===== src/common/mxi_alu_map.svh =====
// Overview of operation
// - the signed wide multiply takes the double accumulator and Y as signed 16-bit values and forms a full signed 32-bit product.
// - after the signed wide multiply, Y receives product bits 31:16 and the double accumulator receives bits 15:0.
// - the signed wide multiply sets N from product bit 31, Z only for a zero 32-bit product, and C from product bit 15.
// - the signed wide multiply decodes from prefix 18 then 13, lasts three cycles, and one more when a second-page opcode follows.
// - xor_first_accumulator replaces the first accumulator with its old value exclusive-ORed with the memory byte.
// - xor_second_accumulator writes the second accumulator exclusive-ORed with the memory byte back into the second accumulator.
// - both exclusive-OR forms set N from result bit 7, Z for a zero byte, clear V and keep C.
// - xor_first_accumulator decodes from 88 immediate, 98 direct, B8 extended and A8 with a postbyte for indexed.
// - xor_second_accumulator decodes from C8 immediate, D8 direct, F8 extended and E8 with a postbyte for indexed.
// - table_interpolate_wide puts Y1 plus fraction times (Y2 minus Y1) into the double accumulator, one of 256 points per segment.
// - interpolation reads the first entry at the effective address and the second at the effective address plus 2.
// - the fraction times the entry difference is a 24-bit value with its binary point between bits 7 and 8, and its top 16 bits add to Y1.
// - the interpolated result is not rounded, and C is set when the dropped fraction would round it up.
// - interpolation accepts only indexed forms that are neither indirect nor 9-bit or 16-bit constant offset.
// - interpolation sets N from result bit 15 and Z when the 16-bit result is zero.
`ifndef MXI_ALU_MAP_SVH
`define MXI_ALU_MAP_SVH
`define MXI_OFS_D 8'h00
`define MXI_OFS_Y 8'h01
`define MXI_OFS_CFR 8'h02
`define MXI_OFS_STAT 8'h03
`define MXI_STAT_BUSY 0
`define MXI_STAT_ILL 1
`define MXI_RST_A 8'h00
`define MXI_RST_B 8'h00
`define MXI_RST_Y 16'h0000
`define MXI_RST_CFR 8'hD0
`define MXI_CFR_N 3
`define MXI_CFR_Z 2
`define MXI_CFR_V 1
`define MXI_CFR_C 0
`define MXI_OP_PAGE2 8'h18
`define MXI_OP_MULS 8'h13
`define MXI_OP_TBL 8'h3F
`define MXI_OP_XA_IMM 8'h88
`define MXI_OP_XA_DIR 8'h98
`define MXI_OP_XA_EXT 8'hB8
`define MXI_OP_XA_IDX 8'hA8
`define MXI_OP_XB_IMM 8'hC8
`define MXI_OP_XB_DIR 8'hD8
`define MXI_OP_XB_EXT 8'hF8
`define MXI_OP_XB_IDX 8'hE8
`define MXI_MULS_CYC 3
`define MXI_MULS_EXTRA 1
`define MXI_TBL_CYC 9
`define MXI_TBL_STEP 16'h0002
`endif


===== src/common/mxi_alu_pkg.sv =====
package mxi_alu_pkg;
  typedef enum logic [2:0] {
    ST_IDLE,
    ST_MULS,
    ST_TBL_A1,
    ST_TBL_A2,
    ST_TBL_D1,
    ST_TBL_WAIT
  } mxi_state_t;
  typedef enum logic [2:0] {
    OP_NONE,
    OP_MULS,
    OP_XOR_A,
    OP_XOR_B,
    OP_TBL
  } mxi_op_t;
endpackage


===== src/common/mxi_interp_if.sv =====
`timescale 1ns/1ps
interface mxi_interp_if;
  logic [7:0] frac;
  logic [15:0] y1;
  logic [15:0] y2;
  logic [15:0] result;
  logic round_up;
  modport alu (output frac, output y1, output y2,
               input result, input round_up);
  modport arith (input frac, input y1, input y2,
                 output result, output round_up);
endinterface


===== src/rtl/mxi_alu.sv =====
// Added by the designer: the register offsets and the plain strobed port.
`timescale 1ns/1ps
`include "mxi_alu_map.svh"
module mxi_alu #(
  parameter int MULS_CYC = `MXI_MULS_CYC,
  parameter int TBL_CYC = `MXI_TBL_CYC
) (
  input wire logic core_clk,
  input wire logic rst_n,
  input wire logic [7:0] reg_addr,
  input wire logic [15:0] reg_wdata,
  input wire logic reg_wr,
  input wire logic reg_rd,
  output logic [15:0] reg_rdata,
  input wire logic issue,
  input wire logic op_page2,
  input wire logic [7:0] op_code,
  input wire logic [7:0] op_post,
  input wire logic [7:0] mem_byte,
  input wire logic [15:0] eff_addr,
  input wire logic next_page2,
  output logic busy,
  output logic done,
  output logic illegal,
  output logic tbl_rd,
  output logic [15:0] tbl_addr,
  input wire logic [15:0] tbl_rdata,
  output logic [7:0] acc_a,
  output logic [7:0] acc_b,
  output logic [15:0] idx_y,
  output logic [7:0] condition_flag_register
);
  // refuse counts the 4-bit counter cannot serve
  if (MULS_CYC < 2 || MULS_CYC > 14) begin
    $error("mxi_alu: MULS_CYC out of range");
  end
  if (TBL_CYC < 6 || TBL_CYC > 15) begin
    $error("mxi_alu: TBL_CYC out of range");
  end

  localparam logic [3:0] MULS_CNT = 4'(MULS_CYC - 1);
  localparam logic [3:0] MULS_CNT_X = 4'(MULS_CYC - 1 + `MXI_MULS_EXTRA);
  localparam logic [3:0] TBL_CNT = 4'(TBL_CYC - 1);

  // indexed forms usable by the interpolation
  function automatic logic post_ok(input logic [7:0] pb);
    logic is_acc;
    is_acc = pb[2] && (pb[1:0] != 2'b11);
    post_ok = (pb[7:5] != 3'b111) || is_acc;
  endfunction

  function automatic logic [7:0] flags8(input logic [7:0] cfr,
                                        input logic [7:0] r);
    logic [7:0] f;
    f = cfr;
    f[`MXI_CFR_N] = r[7];
    f[`MXI_CFR_Z] = (r == 8'h00);
    f[`MXI_CFR_V] = 1'b0;
    flags8 = f;
  endfunction

  mxi_alu_pkg::mxi_state_t state_q, state_d;
  logic [7:0] a_q, b_q, cfr_q;
  logic [15:0] y_q;
  logic [31:0] prod_q;
  logic [7:0] frac_q;
  logic [15:0] ea_q, y1_q, y2_q;
  logic [3:0] cnt_q;
  logic rd_q;
  logic [15:0] addr_q;
  logic done_q, ill_q, ill_seen_q;
  logic [15:0] rdata_q;

  mxi_interp_if ipf ();
  mxi_interp u_interp (
    .ifc(ipf.arith)
  );
  assign ipf.frac = frac_q;
  assign ipf.y1 = y1_q;
  assign ipf.y2 = y2_q;

  wire idle = (state_q == mxi_alu_pkg::ST_IDLE);
  wire take = issue && idle;
  wire [15:0] d_now = {a_q, b_q};

  // decode
  wire is_xa = !op_page2 && (op_code == `MXI_OP_XA_IMM ||
    op_code == `MXI_OP_XA_DIR || op_code == `MXI_OP_XA_EXT ||
    op_code == `MXI_OP_XA_IDX);
  wire is_xb = !op_page2 && (op_code == `MXI_OP_XB_IMM ||
    op_code == `MXI_OP_XB_DIR || op_code == `MXI_OP_XB_EXT ||
    op_code == `MXI_OP_XB_IDX);
  wire is_muls = op_page2 && (op_code == `MXI_OP_MULS);
  wire is_tbl = op_page2 && (op_code == `MXI_OP_TBL);
  wire tbl_bad = is_tbl && !post_ok(op_post);
  mxi_alu_pkg::mxi_op_t op_sel;
  assign op_sel = !take ? mxi_alu_pkg::OP_NONE :
                  is_muls ? mxi_alu_pkg::OP_MULS :
                  is_xa ? mxi_alu_pkg::OP_XOR_A :
                  is_xb ? mxi_alu_pkg::OP_XOR_B :
                  (is_tbl && !tbl_bad) ? mxi_alu_pkg::OP_TBL :
                  mxi_alu_pkg::OP_NONE;

  // signed multiply product
  wire signed [31:0] muls_full = $signed(d_now) * $signed(y_q);

  // exclusive-OR results
  wire [7:0] xa_res = a_q ^ mem_byte;
  wire [7:0] xb_res = b_q ^ mem_byte;

  // completion strobes
  wire cnt_last = (cnt_q == 4'h1);
  wire muls_commit = (state_q == mxi_alu_pkg::ST_MULS) && cnt_last;
  wire tbl_commit = (state_q == mxi_alu_pkg::ST_TBL_WAIT) && cnt_last;
  wire xa_commit = (op_sel == mxi_alu_pkg::OP_XOR_A);
  wire xb_commit = (op_sel == mxi_alu_pkg::OP_XOR_B);
  wire any_commit = muls_commit || tbl_commit || xa_commit || xb_commit;

  // multiply flags
  logic [7:0] cfr_muls;
  always_comb begin
    cfr_muls = cfr_q;
    cfr_muls[`MXI_CFR_N] = prod_q[31];
    cfr_muls[`MXI_CFR_Z] = (prod_q == 32'h00000000);
    cfr_muls[`MXI_CFR_C] = prod_q[15];
  end

  // interpolation flags
  logic [7:0] cfr_tbl;
  always_comb begin
    cfr_tbl = cfr_q;
    cfr_tbl[`MXI_CFR_N] = ipf.result[15];
    cfr_tbl[`MXI_CFR_Z] = (ipf.result == 16'h0000);
    cfr_tbl[`MXI_CFR_C] = ipf.round_up;
  end

  // register port decode
  wire wr_d = reg_wr && (reg_addr == `MXI_OFS_D);
  wire wr_y = reg_wr && (reg_addr == `MXI_OFS_Y);
  wire wr_cfr = reg_wr && (reg_addr == `MXI_OFS_CFR);
  wire wr_stat = reg_wr && (reg_addr == `MXI_OFS_STAT);
  wire ill_clr = wr_stat && reg_wdata[`MXI_STAT_ILL];
  wire [15:0] stat_word = {14'h0000, ill_seen_q, !idle};
  wire [15:0] rd_mux = (reg_addr == `MXI_OFS_D) ? d_now :
                       (reg_addr == `MXI_OFS_Y) ? y_q :
                       (reg_addr == `MXI_OFS_CFR) ? {8'h00, cfr_q} :
                       (reg_addr == `MXI_OFS_STAT) ? stat_word :
                       16'h0000;

  // next accumulator, index and flag values; writeback beats software
  logic [7:0] a_d, b_d, cfr_d;
  logic [15:0] y_d;
  always_comb begin
    a_d = a_q;
    b_d = b_q;
    y_d = y_q;
    cfr_d = cfr_q;
    if (wr_d) begin
      a_d = reg_wdata[15:8];
      b_d = reg_wdata[7:0];
    end
    if (wr_y) begin
      y_d = reg_wdata;
    end
    if (wr_cfr) begin
      cfr_d = reg_wdata[7:0];
    end
    if (muls_commit) begin
      y_d = prod_q[31:16];
      a_d = prod_q[15:8];
      b_d = prod_q[7:0];
      cfr_d = cfr_muls;
    end else if (tbl_commit) begin
      a_d = ipf.result[15:8];
      b_d = ipf.result[7:0];
      cfr_d = cfr_tbl;
    end else if (xa_commit) begin
      a_d = xa_res;
      cfr_d = flags8(cfr_q, xa_res);
    end else if (xb_commit) begin
      b_d = xb_res;
      cfr_d = flags8(cfr_q, xb_res);
    end
  end

  // sequencing
  always_comb begin
    state_d = state_q;
    case (state_q)
      mxi_alu_pkg::ST_IDLE: begin
        if (op_sel == mxi_alu_pkg::OP_MULS) begin
          state_d = mxi_alu_pkg::ST_MULS;
        end else if (op_sel == mxi_alu_pkg::OP_TBL) begin
          state_d = mxi_alu_pkg::ST_TBL_A1;
        end
      end
      mxi_alu_pkg::ST_MULS: begin
        if (cnt_last) begin
          state_d = mxi_alu_pkg::ST_IDLE;
        end
      end
      mxi_alu_pkg::ST_TBL_A1: state_d = mxi_alu_pkg::ST_TBL_A2;
      mxi_alu_pkg::ST_TBL_A2: state_d = mxi_alu_pkg::ST_TBL_D1;
      mxi_alu_pkg::ST_TBL_D1: state_d = mxi_alu_pkg::ST_TBL_WAIT;
      mxi_alu_pkg::ST_TBL_WAIT: begin
        if (cnt_last) begin
          state_d = mxi_alu_pkg::ST_IDLE;
        end
      end
      default: state_d = mxi_alu_pkg::ST_IDLE;
    endcase
  end

  wire [3:0] cnt_start = (op_sel == mxi_alu_pkg::OP_TBL) ? TBL_CNT :
                         next_page2 ? MULS_CNT_X : MULS_CNT;

  always_ff @(posedge core_clk) begin
    if (!rst_n) begin
      state_q <= mxi_alu_pkg::ST_IDLE;
      cnt_q <= 4'h0;
    end else begin
      state_q <= state_d;
      if (take) begin
        cnt_q <= cnt_start;
      end else if (cnt_q != 4'h0) begin
        cnt_q <= cnt_q - 4'h1;
      end
    end
  end

  always_ff @(posedge core_clk) begin
    if (!rst_n) begin
      a_q <= `MXI_RST_A;
      b_q <= `MXI_RST_B;
      y_q <= `MXI_RST_Y;
      cfr_q <= `MXI_RST_CFR;
    end else begin
      a_q <= a_d;
      b_q <= b_d;
      y_q <= y_d;
      cfr_q <= cfr_d;
    end
  end

  // operand capture at issue
  always_ff @(posedge core_clk) begin
    if (!rst_n) begin
      prod_q <= 32'h00000000;
      frac_q <= 8'h00;
      ea_q <= 16'h0000;
    end else if (take) begin
      prod_q <= muls_full;
      frac_q <= b_q;
      ea_q <= eff_addr;
    end
  end

  // table reads: entry at ea, then at ea plus 2
  always_ff @(posedge core_clk) begin
    if (!rst_n) begin
      rd_q <= 1'b0;
      addr_q <= 16'h0000;
      y1_q <= 16'h0000;
      y2_q <= 16'h0000;
    end else begin
      rd_q <= (op_sel == mxi_alu_pkg::OP_TBL) ||
              (state_q == mxi_alu_pkg::ST_TBL_A1);
      if (op_sel == mxi_alu_pkg::OP_TBL) begin
        addr_q <= eff_addr;
      end else if (state_q == mxi_alu_pkg::ST_TBL_A1) begin
        addr_q <= ea_q + `MXI_TBL_STEP;
      end
      if (state_q == mxi_alu_pkg::ST_TBL_A2) begin
        y1_q <= tbl_rdata;
      end
      if (state_q == mxi_alu_pkg::ST_TBL_D1) begin
        y2_q <= tbl_rdata;
      end
    end
  end

  // status, strobes and read data
  always_ff @(posedge core_clk) begin
    if (!rst_n) begin
      done_q <= 1'b0;
      ill_q <= 1'b0;
      ill_seen_q <= 1'b0;
      rdata_q <= 16'h0000;
    end else begin
      done_q <= any_commit;
      ill_q <= take && tbl_bad;
      if (take && tbl_bad) begin
        ill_seen_q <= 1'b1;
      end else if (ill_clr) begin
        ill_seen_q <= 1'b0;
      end
      rdata_q <= reg_rd ? rd_mux : 16'h0000;
    end
  end

  assign reg_rdata = rdata_q;
  assign busy = !idle;
  assign done = done_q;
  assign illegal = ill_q;
  assign tbl_rd = rd_q;
  assign tbl_addr = addr_q;
  assign acc_a = a_q;
  assign acc_b = b_q;
  assign idx_y = y_q;
  assign condition_flag_register = cfr_q;
endmodule


===== src/rtl/mxi_interp.sv =====
`timescale 1ns/1ps
module mxi_interp (
  mxi_interp_if.arith ifc
);
  wire [15:0] diff;
  wire signed [24:0] prod;
  wire [15:0] step;
  assign diff = ifc.y2 - ifc.y1;
  // signed difference times unsigned fraction, point between bits 7 and 8
  assign prod = $signed(diff) * $signed({1'b0, ifc.frac});
  assign step = prod[23:8];
  assign ifc.result = ifc.y1 + step;
  // dropped half or more means rounding up is possible
  assign ifc.round_up = prod[7];
endmodule


===== config.mk =====
export PLATFORM = sky130hd
export DESIGN_NAME = mxi_alu
export DESIGN_NICKNAME = d
export VERILOG_FILES = /design/src/common/mxi_alu_pkg.sv /design/src/common/mxi_interp_if.sv /design/src/rtl/mxi_alu.sv /design/src/rtl/mxi_interp.sv
export VERILOG_INCLUDE_DIRS = /design/src /design/src/common
export SDC_FILE = /design/constraint.sdc
export NUM_CORES = 1
export LEC_CHECK = 0
export BUFFER_PORTS_ARGS = -buffer_cell sky130_fd_sc_hd__buf_2
export CAP_MARGIN = 20
export CORE_ASPECT_RATIO = 2
export CORE_UTILIZATION = 40
export DETAILED_ROUTE_END_ITERATION = 6
export PLACE_DENSITY = 0.54
export SYNTH_ARGS = -nofsm -noshare
export SYNTH_HDL_FRONTEND = slang
export SYNTH_HIERARCHICAL = 1
export SYNTH_SLANG_ARGS = --single-unit

===== constraint.sdc =====
create_clock -name core_clk -period 16.15 [get_ports core_clk]
set_input_delay 3.23 -clock core_clk [delete_from_list [all_inputs] [get_ports core_clk]]
set_output_delay 3.23 -clock core_clk [all_outputs]
set_load 0.1 [all_outputs]

==> results of run 1 <==
## layer usage
layer | track usage (%) | vias to the layer above | part of all wire [%]
met4 | 14.82 | 14 | 5.7
met3 | 2.953 | 194 | 3.3
met5 | 0 | - | 0.11
met1 | 24.44 | 9922 | 33
li1 | - | 8980 | -
met2 | 52.60 | 481 | 58
## worst max-delay path: cells and delay by family (launching register included)
| family | cells | cell delay (ns) |
|---|---|---|
| AND/OR/NAND/NOR | 13 | 2.27 |
| AO/OA/AOI/OAI | 14 | 2.93 |
| flip-flops | 1 | 0.36 |
| adder cells (fa/ha/maj) | 8 | 3.38 |
| XOR/XNOR | 3 | 1.26 |
| buffers and inverters | 3 | 0.15 |
## path summary, 6_finish.rpt
kind | start | endpoint | slack [ns] | depth (start not counted)
max | ipf.y1[0] | condition_flag_register[2] | 5.66 | 41
min | ipf.y2[0] | ipf.y2[0] | 0.46 | 2
max reg2reg | ipf.y1[0] | condition_flag_register[2] | 5.66 | 41
min reg2reg | ipf.y2[0] | ipf.y2[0] | 0.46 | 2
## synthesized netlist by cell type, types with 4 or more instances
| master | number |
|---|---|
| sky130_fd_sc_hd__xnor2_1 | 70 |
| sky130_fd_sc_hd__a21o_1 | 20 |
| sky130_fd_sc_hd__ha_1 | 160 |
| sky130_fd_sc_hd__mux2_2 | 17 |
| sky130_fd_sc_hd__o211ai_1 | 11 |
| sky130_fd_sc_hd__a22oi_1 | 10 |
| sky130_fd_sc_hd__nand4_1 | 12 |
| sky130_fd_sc_hd__o22ai_1 | 10 |
| sky130_fd_sc_hd__buf_2 | 6 |
| sky130_fd_sc_hd__nor4_1 | 17 |
| sky130_fd_sc_hd__nand3b_1 | 5 |
| sky130_fd_sc_hd__nor2b_1 | 28 |
| sky130_fd_sc_hd__or3_1 | 22 |
| sky130_fd_sc_hd__fa_1 | 363 |
| sky130_fd_sc_hd__xor2_1 | 27 |
| sky130_fd_sc_hd__nor3_1 | 24 |
| sky130_fd_sc_hd__a31oi_1 | 10 |
| sky130_fd_sc_hd__nand3_1 | 54 |
| sky130_fd_sc_hd__inv_1 | 510 |
| sky130_fd_sc_hd__a21oi_1 | 164 |
| sky130_fd_sc_hd__a221oi_1 | 16 |
| sky130_fd_sc_hd__buf_1 | 5 |
| sky130_fd_sc_hd__and3_1 | 8 |
| sky130_fd_sc_hd__mux2i_1 | 5 |
| sky130_fd_sc_hd__o21ai_0 | 53 |
| sky130_fd_sc_hd__o21a_1 | 9 |
| sky130_fd_sc_hd__nand2b_1 | 18 |
| sky130_fd_sc_hd__nand2_1 | 414 |
| sky130_fd_sc_hd__o221a_2 | 4 |
| sky130_fd_sc_hd__a311oi_1 | 16 |
| sky130_fd_sc_hd__clkbuf_1 | 120 |
| sky130_fd_sc_hd__dfxtp_1 | 171 |
| sky130_fd_sc_hd__nor2_1 | 161 |
| sky130_fd_sc_hd__buf_4 | 6 |
| sky130_fd_sc_hd__a211oi_1 | 29 |
| sky130_fd_sc_hd__a211o_1 | 4 |
| sky130_fd_sc_hd__and2_1 | 163 |
| sky130_fd_sc_hd__a31o_2 | 4 |
## final cells by class
cell class | instances | area [sq um] | area share [%]
Sequential cell | 171 | 3423 | 13.44
Clock inverter | 15 | 220.2 | 0.8648
Antenna cell | 1 | 2.502 | 0.009828
Inverter | 510 | 1917 | 7.528
Tap cell | 756 | 945.9 | 3.715
Timing Repair Buffer | 205 | 1160 | 4.555
Multi-Input combinational cell | 1984 | 17370 | 68.21
Clock buffer | 17 | 425.4 | 1.671
## report_power, final
part | total (mW) | internal (mW) | leakage, nW | switching, mW
Combinational | 0.0667 | 0.0213 | 10.6 | 0.0454
Clock | 0.461 | 0.228 | 0.311 | 0.233
Sequential | 0.430 | 0.426 | 1.38 | 0.00494
Total | 0.958 | 0.675 | 12.3 | 0.283
## cells by family after synthesis
logic type / Yosys count / share of synthesized area, %
AOI/OAI and AO/OA: 398 / 11.02
xor gates and xnor gates: 97 / 3.654
adders and majority gates: 523 / 39.87
buffers and inverters: 649 / 10.67
DFF: 171 / 14.72
muxes: 22 / 1.039
and+or+nand+nor: 944 / 19.02
## state kept, by name, summed over array words and instances, names as in the netlist, 16 cells and up
| name | count |
|---|---|
| ea_q | 16 |
| idx_y | 16 |
| prod_q | 32 |
| ipf.y2 | 16 |
| ipf.y1 | 16 |
| tbl_addr | 16 |
| reg_rdata | 16 |
==> results, run 1 <==
- The run finished with clean final reports.
- The number of DRC markers in iteration 0 is 1055.
- Based on the critical path, the design can be clocked at up to 0.09537 GHz.
- The number of cell rows is roughly 120.
- The layout overhead on the synthesized area is 9.520%.
- For this design the ratio of total power to cell area is 37.62 nW/um^2.
- Once layout is complete, the utilization of the core stands at between 40 and 50%.
- After detailed routing, the average wire length per cell comes to between 20 and 25 um.
- The post-CTS clock slew at the launch and capture registers of the worst setup and hold paths is 0.08 ns.
- After routing, the total negative slack on setup checks comes to 0 ns.
- The slew of the pin with the lowest slew margin is 1.193 ns.
- The gate count of the mapped netlist is between 2000 and 3000.
- The final layout contains 3499 nets.
- During I/O placement, the number of pins put on the boundary was 163.
- In this run the cell area of the synthesized design comes to about 23000 sq um.
- The worst path required time is 16.48 ns.
- The die covers 59150 sq um.
- Setup violations remaining at the end of the flow were counted as 0.
- The floorplan step set the die width to 172.5 um.
- The most common cell after layout, fill and taps aside is sky130_fd_sc_hd__inv_1.
- The proportion of synthesized chip area in sequential cells is between 10 and 15%.
- The largest single stage delay on the critical path is around 0.63 ns.
- The clock tree from TritonCTS is done.
- Global routing consumed, over all layers together, about a quarter of the routing resources.
- The number of CTS-inserted buffers is 17.
- The top-area cell type share of the netlist area is between 30% and 40%.
- The max-slew violation total from the final report is 0.
- The worst setup path is captured at a flip-flop.
- The async set or reset register ratio after synthesis is 0%.
- In the finished design, the share of the clock period the worst path needs comes to 64.93%.
- The number of nets handed over by synthesis was 3414.
- During synthesis, Yosys emitted a total of 6 warnings.
- Summed over all layers, the routed wires come to 73820 um.
- The number of hold buffers added after CTS is 0.
- The share of layout cells above drive strength 1 is a little under a tenth.
- The height of the die is 343.0 um.
- The via count of the first global-routing pass is 21210.
- In this run, post-CTS repair resized a total of 0 instances.
- Before CTS, the worst setup slack after placement is 5.627 ns.
- The top cell types in the final layout, fill and taps aside, are 509 x sky130_fd_sc_hd__inv_1, 414 x sky130_fd_sc_hd__nand2_1, 363 x sky130_fd_sc_hd__fa_1.
- The number of fill cells is 5747.
- The flip-flop cell with the highest count after synthesis is sky130_fd_sc_hd__dfxtp_1.
- The maximum level of the CTS H-tree is 4.
- The first detailed-routing pass took 5 iterations.
- The largest fanout of any net on the critical path is 8.
- The data arrival time of the critical path is 10.82 ns.
- Using the TritonRoute via totals, the vias-per-cell ratio works out to 5.354.
- The worst path meets setup with 5.664 ns of slack.
- The clock tree buffer depth is 2.
- The classification of the worst setup path is flip-flop to flip-flop.
- The HPWL after detailed placement is 58670 um.
- The first global-routing pass estimated 114600 um of wire.
- The number of clock sinks is 171.
- The leakage power summed over all cells is between 10 and 15 nW.
- The number of antenna violations at the first check in global routing is 9.
- The floorplan step defined a core boundary enclosing around 57000 sq um.
- The antenna violation net count after detailed routing is 0.
- The cell that appears most often on the critical path is sky130_fd_sc_hd__fa_1.
- The worst hold margin is between 0.4 and 0.5 ns.
- Of all cell types, the one taking the most synthesized area is sky130_fd_sc_hd__fa_1.
- The count of vias placed by the detailed router is 19590.
- The root buffer selected by CTS is sky130_fd_sc_hd__clkbuf_16.
- After detailed placement, the design holds a cell count of between 3000 and 4000.
- The routed design could run at a clock period as short as 10.49 ns.
- Buffers placed on the I/O ports in this run total 160.
- For this configuration, the core starts out at a cell density of 40.61%.
- In the post-synthesis netlist, the biggest area contributors are sky130_fd_sc_hd__fa_1 31%, sky130_fd_sc_hd__dfxtp_1 15%, sky130_fd_sc_hd__ha_1 8.6%, sky130_fd_sc_hd__inv_1 8.2%, sky130_fd_sc_hd__nand2_1 6.7%.
- The aggregate global routing overflow is 0.
- The non-filler instance count after layout is 3659.
- Counting flops and latches in the post-synthesis netlist gives 171.
- The worst hold path belongs to the class flip-flop to flip-flop.
- The placed instances occupy a cell area of 24780 sq um.
- Between clock sinks in the finished design, the worst skew comes to 0.01429 ns.
- Among all stages on the critical path, the largest delay is contributed by sky130_fd_sc_hd__xnor2_1.
- The final design area excluding fillers is 25460 sq um.
- The congestion estimate from routability-driven global placement came to 0.8801.
- The total power is 0.9580 mW.
- The detailed-route DRC error count is 0.
- Setup repair after global routing left no endpoint under its margin.
- The maximum resistive drop on vdd is ~0.000055 V.
- The insertion delay to the later sink of the worst-skew pair is 0.47 ns.
- The number of synthesized flops with an enable pin is 0.
- The tool flagged a number of max-cap violations equal to 0.
- The final count of hold timing violations is 0.
- Entering global routing, the biggest net connects 72 pins.
- The headroom to the max-slew limit is 20.37%.
- The average instance area after synthesis is just over 8 sq um.
- The startpoint type of the worst setup path is a flip-flop.
- Once the clock tree was built, the setup fixing pass inserted 0 buffers.
- The netlist uses 73 different library cells.
No activity file was read; power rests on OpenSTA's default activity.
==> inputs of run 2 (changes only) <==
Clock period 16.15 ns to 10.6 ns, I/O delays scaled along.
==> results, run 2 (same netlist as run 1, synthesis figures left out) <==
- The flow ran to the end, and the final reports show no timing, DRC or antenna violations.
- The share of layout cells above drive strength 1 is 9.580%.
- The first global-routing pass estimated around 120000 um of wire.
- The weighted congestion reported at the end of routability-driven placement is 0.9062.
- The number of clock sinks is ~170.
- The max-slew violation total from the final report is 0.
- The number of setup buffers added after CTS is 0.
- The library cell used most frequently in the layout, excluding fill and tap cells, is sky130_fd_sc_hd__inv_1.
- The data arrival time of the critical path is 10.27 ns.
- The total area inside the core boundary comes to 57250 sq um.
- The post-cts sizing count is 0.
- The detailed-route DRC error count is 0.
- The floorplan has 124 rows.
- The maximum resistive drop on vdd is 0.00009082 V.
- For this design the top-level I/O count stands at 163.
- Entering global routing, the biggest net connects 72 pins.
- The post-CTS clock slew at the launch and capture registers of the worst setup and hold paths is 0.08 ns.
- Headroom to the max-slew limit came out at around a fifth.
- The root buffer selected by CTS is sky130_fd_sc_hd__clkbuf_16.
- The pre-CTS worst setup slack is 0.7877 ns.
- In the layout the commonest cells are 509 x sky130_fd_sc_hd__inv_1, 414 x sky130_fd_sc_hd__nand2_1, 363 x sky130_fd_sc_hd__fa_1.
- The highest achievable clock rate is 0.1013 GHz.
- The register with the most flip-flops in the layout has 32 of them.
- The min-delay analysis places its worst path in the category flip-flop to flip-flop.
- The later pin in the worst-skew pair is clocked with a latency of 0.47 ns.
- For this design the ratio of total power to cell area is 55.98 nW/um^2.
- Buffers inserted to repair hold after CTS numbered 0.
- The largest fanout of any net on the critical path is 9.
- The first routing iteration left roughly 950 violations.
- The die covers 59150 sq um.
- The number of CTS-inserted buffers is 17.
- The nature of the critical path endpoint is a flip-flop.
- The classification of the worst setup path is flip-flop to flip-flop.
- The aggregate global routing overflow is 0.
- Setup violations remaining at the end of the flow were counted as 0.
- The via count of the first global-routing pass is approximately 21000.
- The count of vias placed by the detailed router is 19790.
- The number of antenna violations at the first check in global routing is 7.
- The final critical path takes up about 93% of the cycle.
- Across the run, the number of max-cap violations was 0.
- Ranked by flip-flop count, first place goes to prod_q.
- The pre-antenna-repair detailed-routing pass consisted of 5 iterations.
- Setup slack on the critical path of the routed design comes to between 0.7 and 0.8 ns.
- Clock skew on the completed layout was measured at 0.01895 ns.
- The height of the die is 343.0 um.
- The time the worst path needs with I/O delays and setup is 9.869 ns.
- The slowest stage cell on the critical path is sky130_fd_sc_hd__fa_1.
- In this design, the stage delay of the slowest critical-path cell is 0.71 ns.
- Detailed placement finished with a half-perimeter wire length of 61290 um.
- The final count of hold timing violations is 0.
- For flop-to-flop paths, the worst setup slack is 0.73 ns.
- The layout overhead on the synthesized area is 9.445%.
- STA classifies the critical path startpoint as a flip-flop.
- The worst path required time is approximately 11 ns.
- The initial core utilization is 40.61%.
- Dividing the detail-routed wire length by the instance count gives 21.02 um.
- After routing, the total negative slack on setup checks comes to 0 ns.
- The count of buffers added on input and output ports is 160.
- Setup repair after global routing left no endpoint under its margin.
- The clock tree from TritonCTS is done.
- The die width is 172.5 um.
- Once detail routing completed, the nets flagged for antenna violations numbered 0.
- Global routing used a little over a quarter of the available tracks across all layers.
- In this run the number of H-tree levels came out at 4.
- The via density per instance is around 5.4.
- After the last flow step, the layout net total stands at between 3000 and 4000.
- After detailed routing, the total wire length is roughly 77000 um.
- The clock tree buffer depth is 2.
- For the pin with the worst max-slew slack, the measured transition is 1.207 ns.
- The leakage power summed over all cells is between 10 and 15 nW.
-- run 2: cell count changes in the layout (fill, tap and decap cells not counted), sizes merged --
cell | previous run | this run
clkinv | 8 | 10
diode | 1 | 3
bufinv | 1 | 0
inv | 516 | 515
-- run 2: area by class of cell --
type                            count  area, sq um
Antenna cell                        3        7.507
Clock buffer                       17        425.4
Clock inverter                     15        195.2
Fill cell                        5765        31800
Inverter                          510         1917
Multi-Input combinational cell   1984        17370
Sequential cell                   171         3423
Tap cell                          756        945.9
Timing Repair Buffer              205         1162
-- run 2: final timing paths --
kind,start,endpoint,cells past startpoint
setup / recovery,ipf.y1[1],condition_flag_register[2],40
hold / removal,ipf.y2[0],ipf.y2[0],2
setup reg to reg,ipf.y1[1],condition_flag_register[2],40
hold reg to reg,ipf.y2[0],ipf.y2[0],2
-- run 2: metal layers --
layer,routed length (um),global-route usage (%),vias to the layer above
met1,23930,24.09,9910
li1,-,-,8991
met5,75,0,-
met4,6449,20.81,12
met3,2996,3.518,276
met2,43500,53.04,605
-- run 2: stage by stage --
stage	hold slack [ns]	std cells	instance area [sq um]	total power [mW]	util, %
5_1_grt	0.4835	3659	25440	1.468	44.44
3_5_place_dp	0.4574	3625	24810	0.7730	43.34
6_report	0.4677	3661	25450	1.424	44.45
3_3_place_gp	0.4422	3623	24770	0.7710	43.27
2_1_floorplan	0.4363	2804	23250	0.7251	-
4_1_cts	0.4709	3657	25430	1.438	44.42
-- run 2: worst max-delay path, delay by kind of cell, from the launching register on --
kind / cells / cell delay [ns]
flip-flops: 1 / 0.48
buffers and inverters: 6 / 0.59
AO/OA/AOI/OAI: 13 / 2.96
AND/OR/NAND/NOR: 11 / 2.25
adder cells (fa/ha/maj): 7 / 3.05
XOR/XNOR: 3 / 0.44
-- run 2: power by group --
part / internal, mW / switching [mW]
combinational: 0.0322 / 0.0697
clock: 0.322 / 0.344
sequential: 0.648 / 0.00800
==> inputs of run 3 (changes only) <==
Clock period 10.6 ns to 9.9 ns, I/O delays scaled along.
==> results, run 3 (same netlist as run 1, synthesis figures left out) <==
- In the routed layout, each cell is associated on average with a via count of 5.382.
- The run finished with clean final reports.
- The tool flagged a number of max-cap violations equal to 0.
- The weighted congestion reported at the end of routability-driven placement is between 0.9 and 1.
- The endpoint identified for the worst register-to-register timing path is condition_flag_register[2].
- Of the available clock period, the critical path in the final layout requires between 90% and 100%.
- For this configuration, the core starts out at a cell density of 40.61%.
- The total iterations of the first detailed-routing run is 5.
- The clock tree buffer depth is 2.
- The relative contribution of combinational cells to total power is 7.1%.
- The count of cells along the worst hold path is 2.
- The total number of nets in the final design is 3527.
- The root buffer selected by CTS is sky130_fd_sc_hd__clkbuf_16.
- Summing all placed instances gives a cell area of 25000 sq um.
- TritonCTS built the clock tree.
- The largest fanout of any net on the critical path is 6.
- The final layout contains routed wiring with a total length of 76700 um.
- The delay of the slowest cell on the worst path is 0.55 ns.
- Counting stages on the worst path, the most repeated cell is sky130_fd_sc_hd__inv_1.
- In this run the number of cells on the critical path is 41.
- Among cell families on the critical path, the largest total delay comes from compound AO/OA/AOI/OAI gates.
- The startpoint type of the worst setup path is a flip-flop.
- The count of buffers added on input and output ports is 160.
- The wire length of the first global-routing pass is 118000 um.
- The slowest stage cell on the critical path is sky130_fd_sc_hd__fa_1.
- The time the worst path needs with I/O delays and setup is between 9 and 10 ns.
- The internal power consumption is 1.085 mW.
- Across every metal layer, demand over resource in global routing totals 27.05%.
- The height of the die is 343.0 um.
- In this run, flip-flops and latches consume a little under half of the power.
- The data arrival time of the critical path is 9.77 ns.
- The final count of hold timing violations is 0.
- The via count of the first global-routing pass was 21370.
- The startpoint identified for the worst register-to-register timing path is ipf.y1[1].
- The share of total power dissipated in the clock network is 47.6%.
- The worst register-to-register path has a setup slack of approximately 0.5 ns.
- For the worst-skew pair, the clock arrives at the later sink with an insertion delay of 0.47 ns.
- The post-CTS clock slew at the launch and capture registers of the worst setup and hold paths is 0.09 ns.
- The non-filler instance count after layout is 3688.
- In this run the standard cell core region covers approximately 57000 sq um.
- For this run, design rule violations remaining after detail routing come to 0.
- The max-slew violation total from the final report is 0.
- The multi-input combinational cells in the finished layout cover a total of 17410 sq um.
- The endpoint of the worst hold-timing path is ea_q[0].
- The nature of the critical path endpoint is a flip-flop.
- The number of instances in the placed design is roughly 3700.
- The leakage power summed over all cells is approximately 12 nW.
- Global routing finished with a remaining overflow of 0.
- Summing over every cut layer, the via total after detailed routing is 19850.
- The floorplan die area is 59150 sq um.
- The critical path in this run is classified as flip-flop to flip-flop.
- The final design area excluding fillers is 25720 sq um.
- After legalization and detailed placement, the total HPWL measured 61830 um.
- In this run switching power makes up a little under a third of total power.
- The flip-flop count of the largest register, all copies and words added is 32.
- The net switching power figure is 0.4672 mW.
- The power per standard cell area is slightly above 60 nW/um^2.
- The headroom to the max-slew limit is between 20% and 30%.
- The die is 172.5 um wide.
- The share of layout cells above drive strength 1 is a little over a tenth.
- The pin count of the biggest net entering global routing is 70.
- The register with the most flip-flops in the final layout is prod_q.
- The layout overhead on the synthesized area is 10.61%.
- In this run the count of I/O pins placed on the die edge is around 160.
- Buffers added to address setup during post-CTS repair amount to 0.
- The number of cell rows is 124.
- The number of buffers and inverters on the critical path is 7.
- The number of DRC markers in iteration 0 is 1030.
- The number of fill cells is 5754.
- The slew of the pin with the lowest slew margin is 1.103 ns.
- The number of cell instances on the worst register-to-register path is 41.
- Leaving out fill and tap cells, the most frequent cell in the layout is sky130_fd_sc_hd__inv_1.
- The sequential cell area in the final layout is ~3400 sq um.
- The post-cts sizing count is 0.
- The maximum resistive drop on vdd is just under 0.00009 V.
- The number of clock sinks is approximately 170.
- The start point of the worst min-delay path is ea_q[0].
- The per-cell routed wire length is 20.80 um.
- Setup violations remaining at the end of the flow were counted as 0.
- Clock tree synthesis inserted a total of 17 buffers.
- The maximum level of the CTS H-tree is 4.
- The min-delay analysis places its worst path in the category flip-flop to flip-flop.
- For this design, the CTS-stage hold fixing added 0 buffers.
- Timing would allow up to 0.1064 GHz.
- Once detail routing completed, the nets flagged for antenna violations numbered 0.
- In the layout the commonest cells are 509 x sky130_fd_sc_hd__inv_1, 412 x sky130_fd_sc_hd__nand2_1, 362 x sky130_fd_sc_hd__fa_1.
- The number of antenna violations at the first check in global routing came to 5.
- For the worst setup path, the data required time is slightly above 10 ns.
- Across the routed clock network, the largest skew measured is between 0.015 and 0.02 ns.
-- run 3: power by group through the flow --
| stage | clock network [mW] | logic [mW] | registers [mW] |
|---|---|---|---|
| final | 0.739 | 0.110 | 0.703 |
| after global routing | 0.778 | 0.120 | 0.704 |
| after CTS | 0.759 | 0.109 | 0.703 |
| after detailed placement | 0 | 0.109 | 0.719 |
| after global placement | 0 | 0.107 | 0.719 |
| after floorplan | 0 | 0.0557 | 0.721 |
-- run 3: worst max path at each step --
stage / start / endpoint / slack (ns)
2_1_floorplan: ipf.y1[1] / condition_flag_register[2] / 1.44
3_3_place_gp: ipf.y1[1] / condition_flag_register[2] / 0.40
3_5_place_dp: ipf.y1[1] / condition_flag_register[2] / 0.26
4_1_cts: ipf.y1[1] / condition_flag_register[2] / 0.21
5_1_grt: ipf.y1[1] / condition_flag_register[2] / -0.05
6_report: ipf.y1[1] / condition_flag_register[2] / 0.50
-- run 3: metrics by stage --
| stage | power, mW | util [%] | hold slack [ns] | TNS (ns) | worst slack, ns |
|---|---|---|---|---|---|
| floorplan | 0.7763 | - | 0.4363 | 0 | 1.440 |
| CTS | 1.571 | 44.79 | 0.4629 | 0 | 0.2141 |
| global route | 1.602 | 44.92 | 0.4918 | -0.04875 | -0.04875 |
| finish | 1.553 | 44.92 | 0.4659 | 0 | 0.4977 |
| global placement | 0.8259 | 43.64 | 0.4431 | 0 | 0.3958 |
| detailed placement | 0.8283 | 43.67 | 0.4509 | 0 | 0.2596 |
-- run 3: area by class of cell --
type	count	area share [%]
clock buffers	17	1.654
flip-flops and latches	171	13.32
inverters	510	7.454
repair buffers	233	5.337
well taps	756	3.678
clock inverters	15	0.8466
diodes	2	0.01946
multi-input cells	1984	67.69
-- run 3: worst min-delay path: stages (launching register included) --
cell	delay (ns)
sky130_fd_sc_hd__dfxtp_1	0.32
sky130_fd_sc_hd__nand2_1	0.05
sky130_fd_sc_hd__a21oi_1	0.05
-- run 3: per-layer routing --
metal  track usage, %  part of all wire (%)  vias up
met5                0                 0.042        -
met3            2.849                   4.0      253
li1                 -                     -     9050
met4            21.09                   8.6        6
met1            24.99                    31     9953
met2            52.44                    56      587
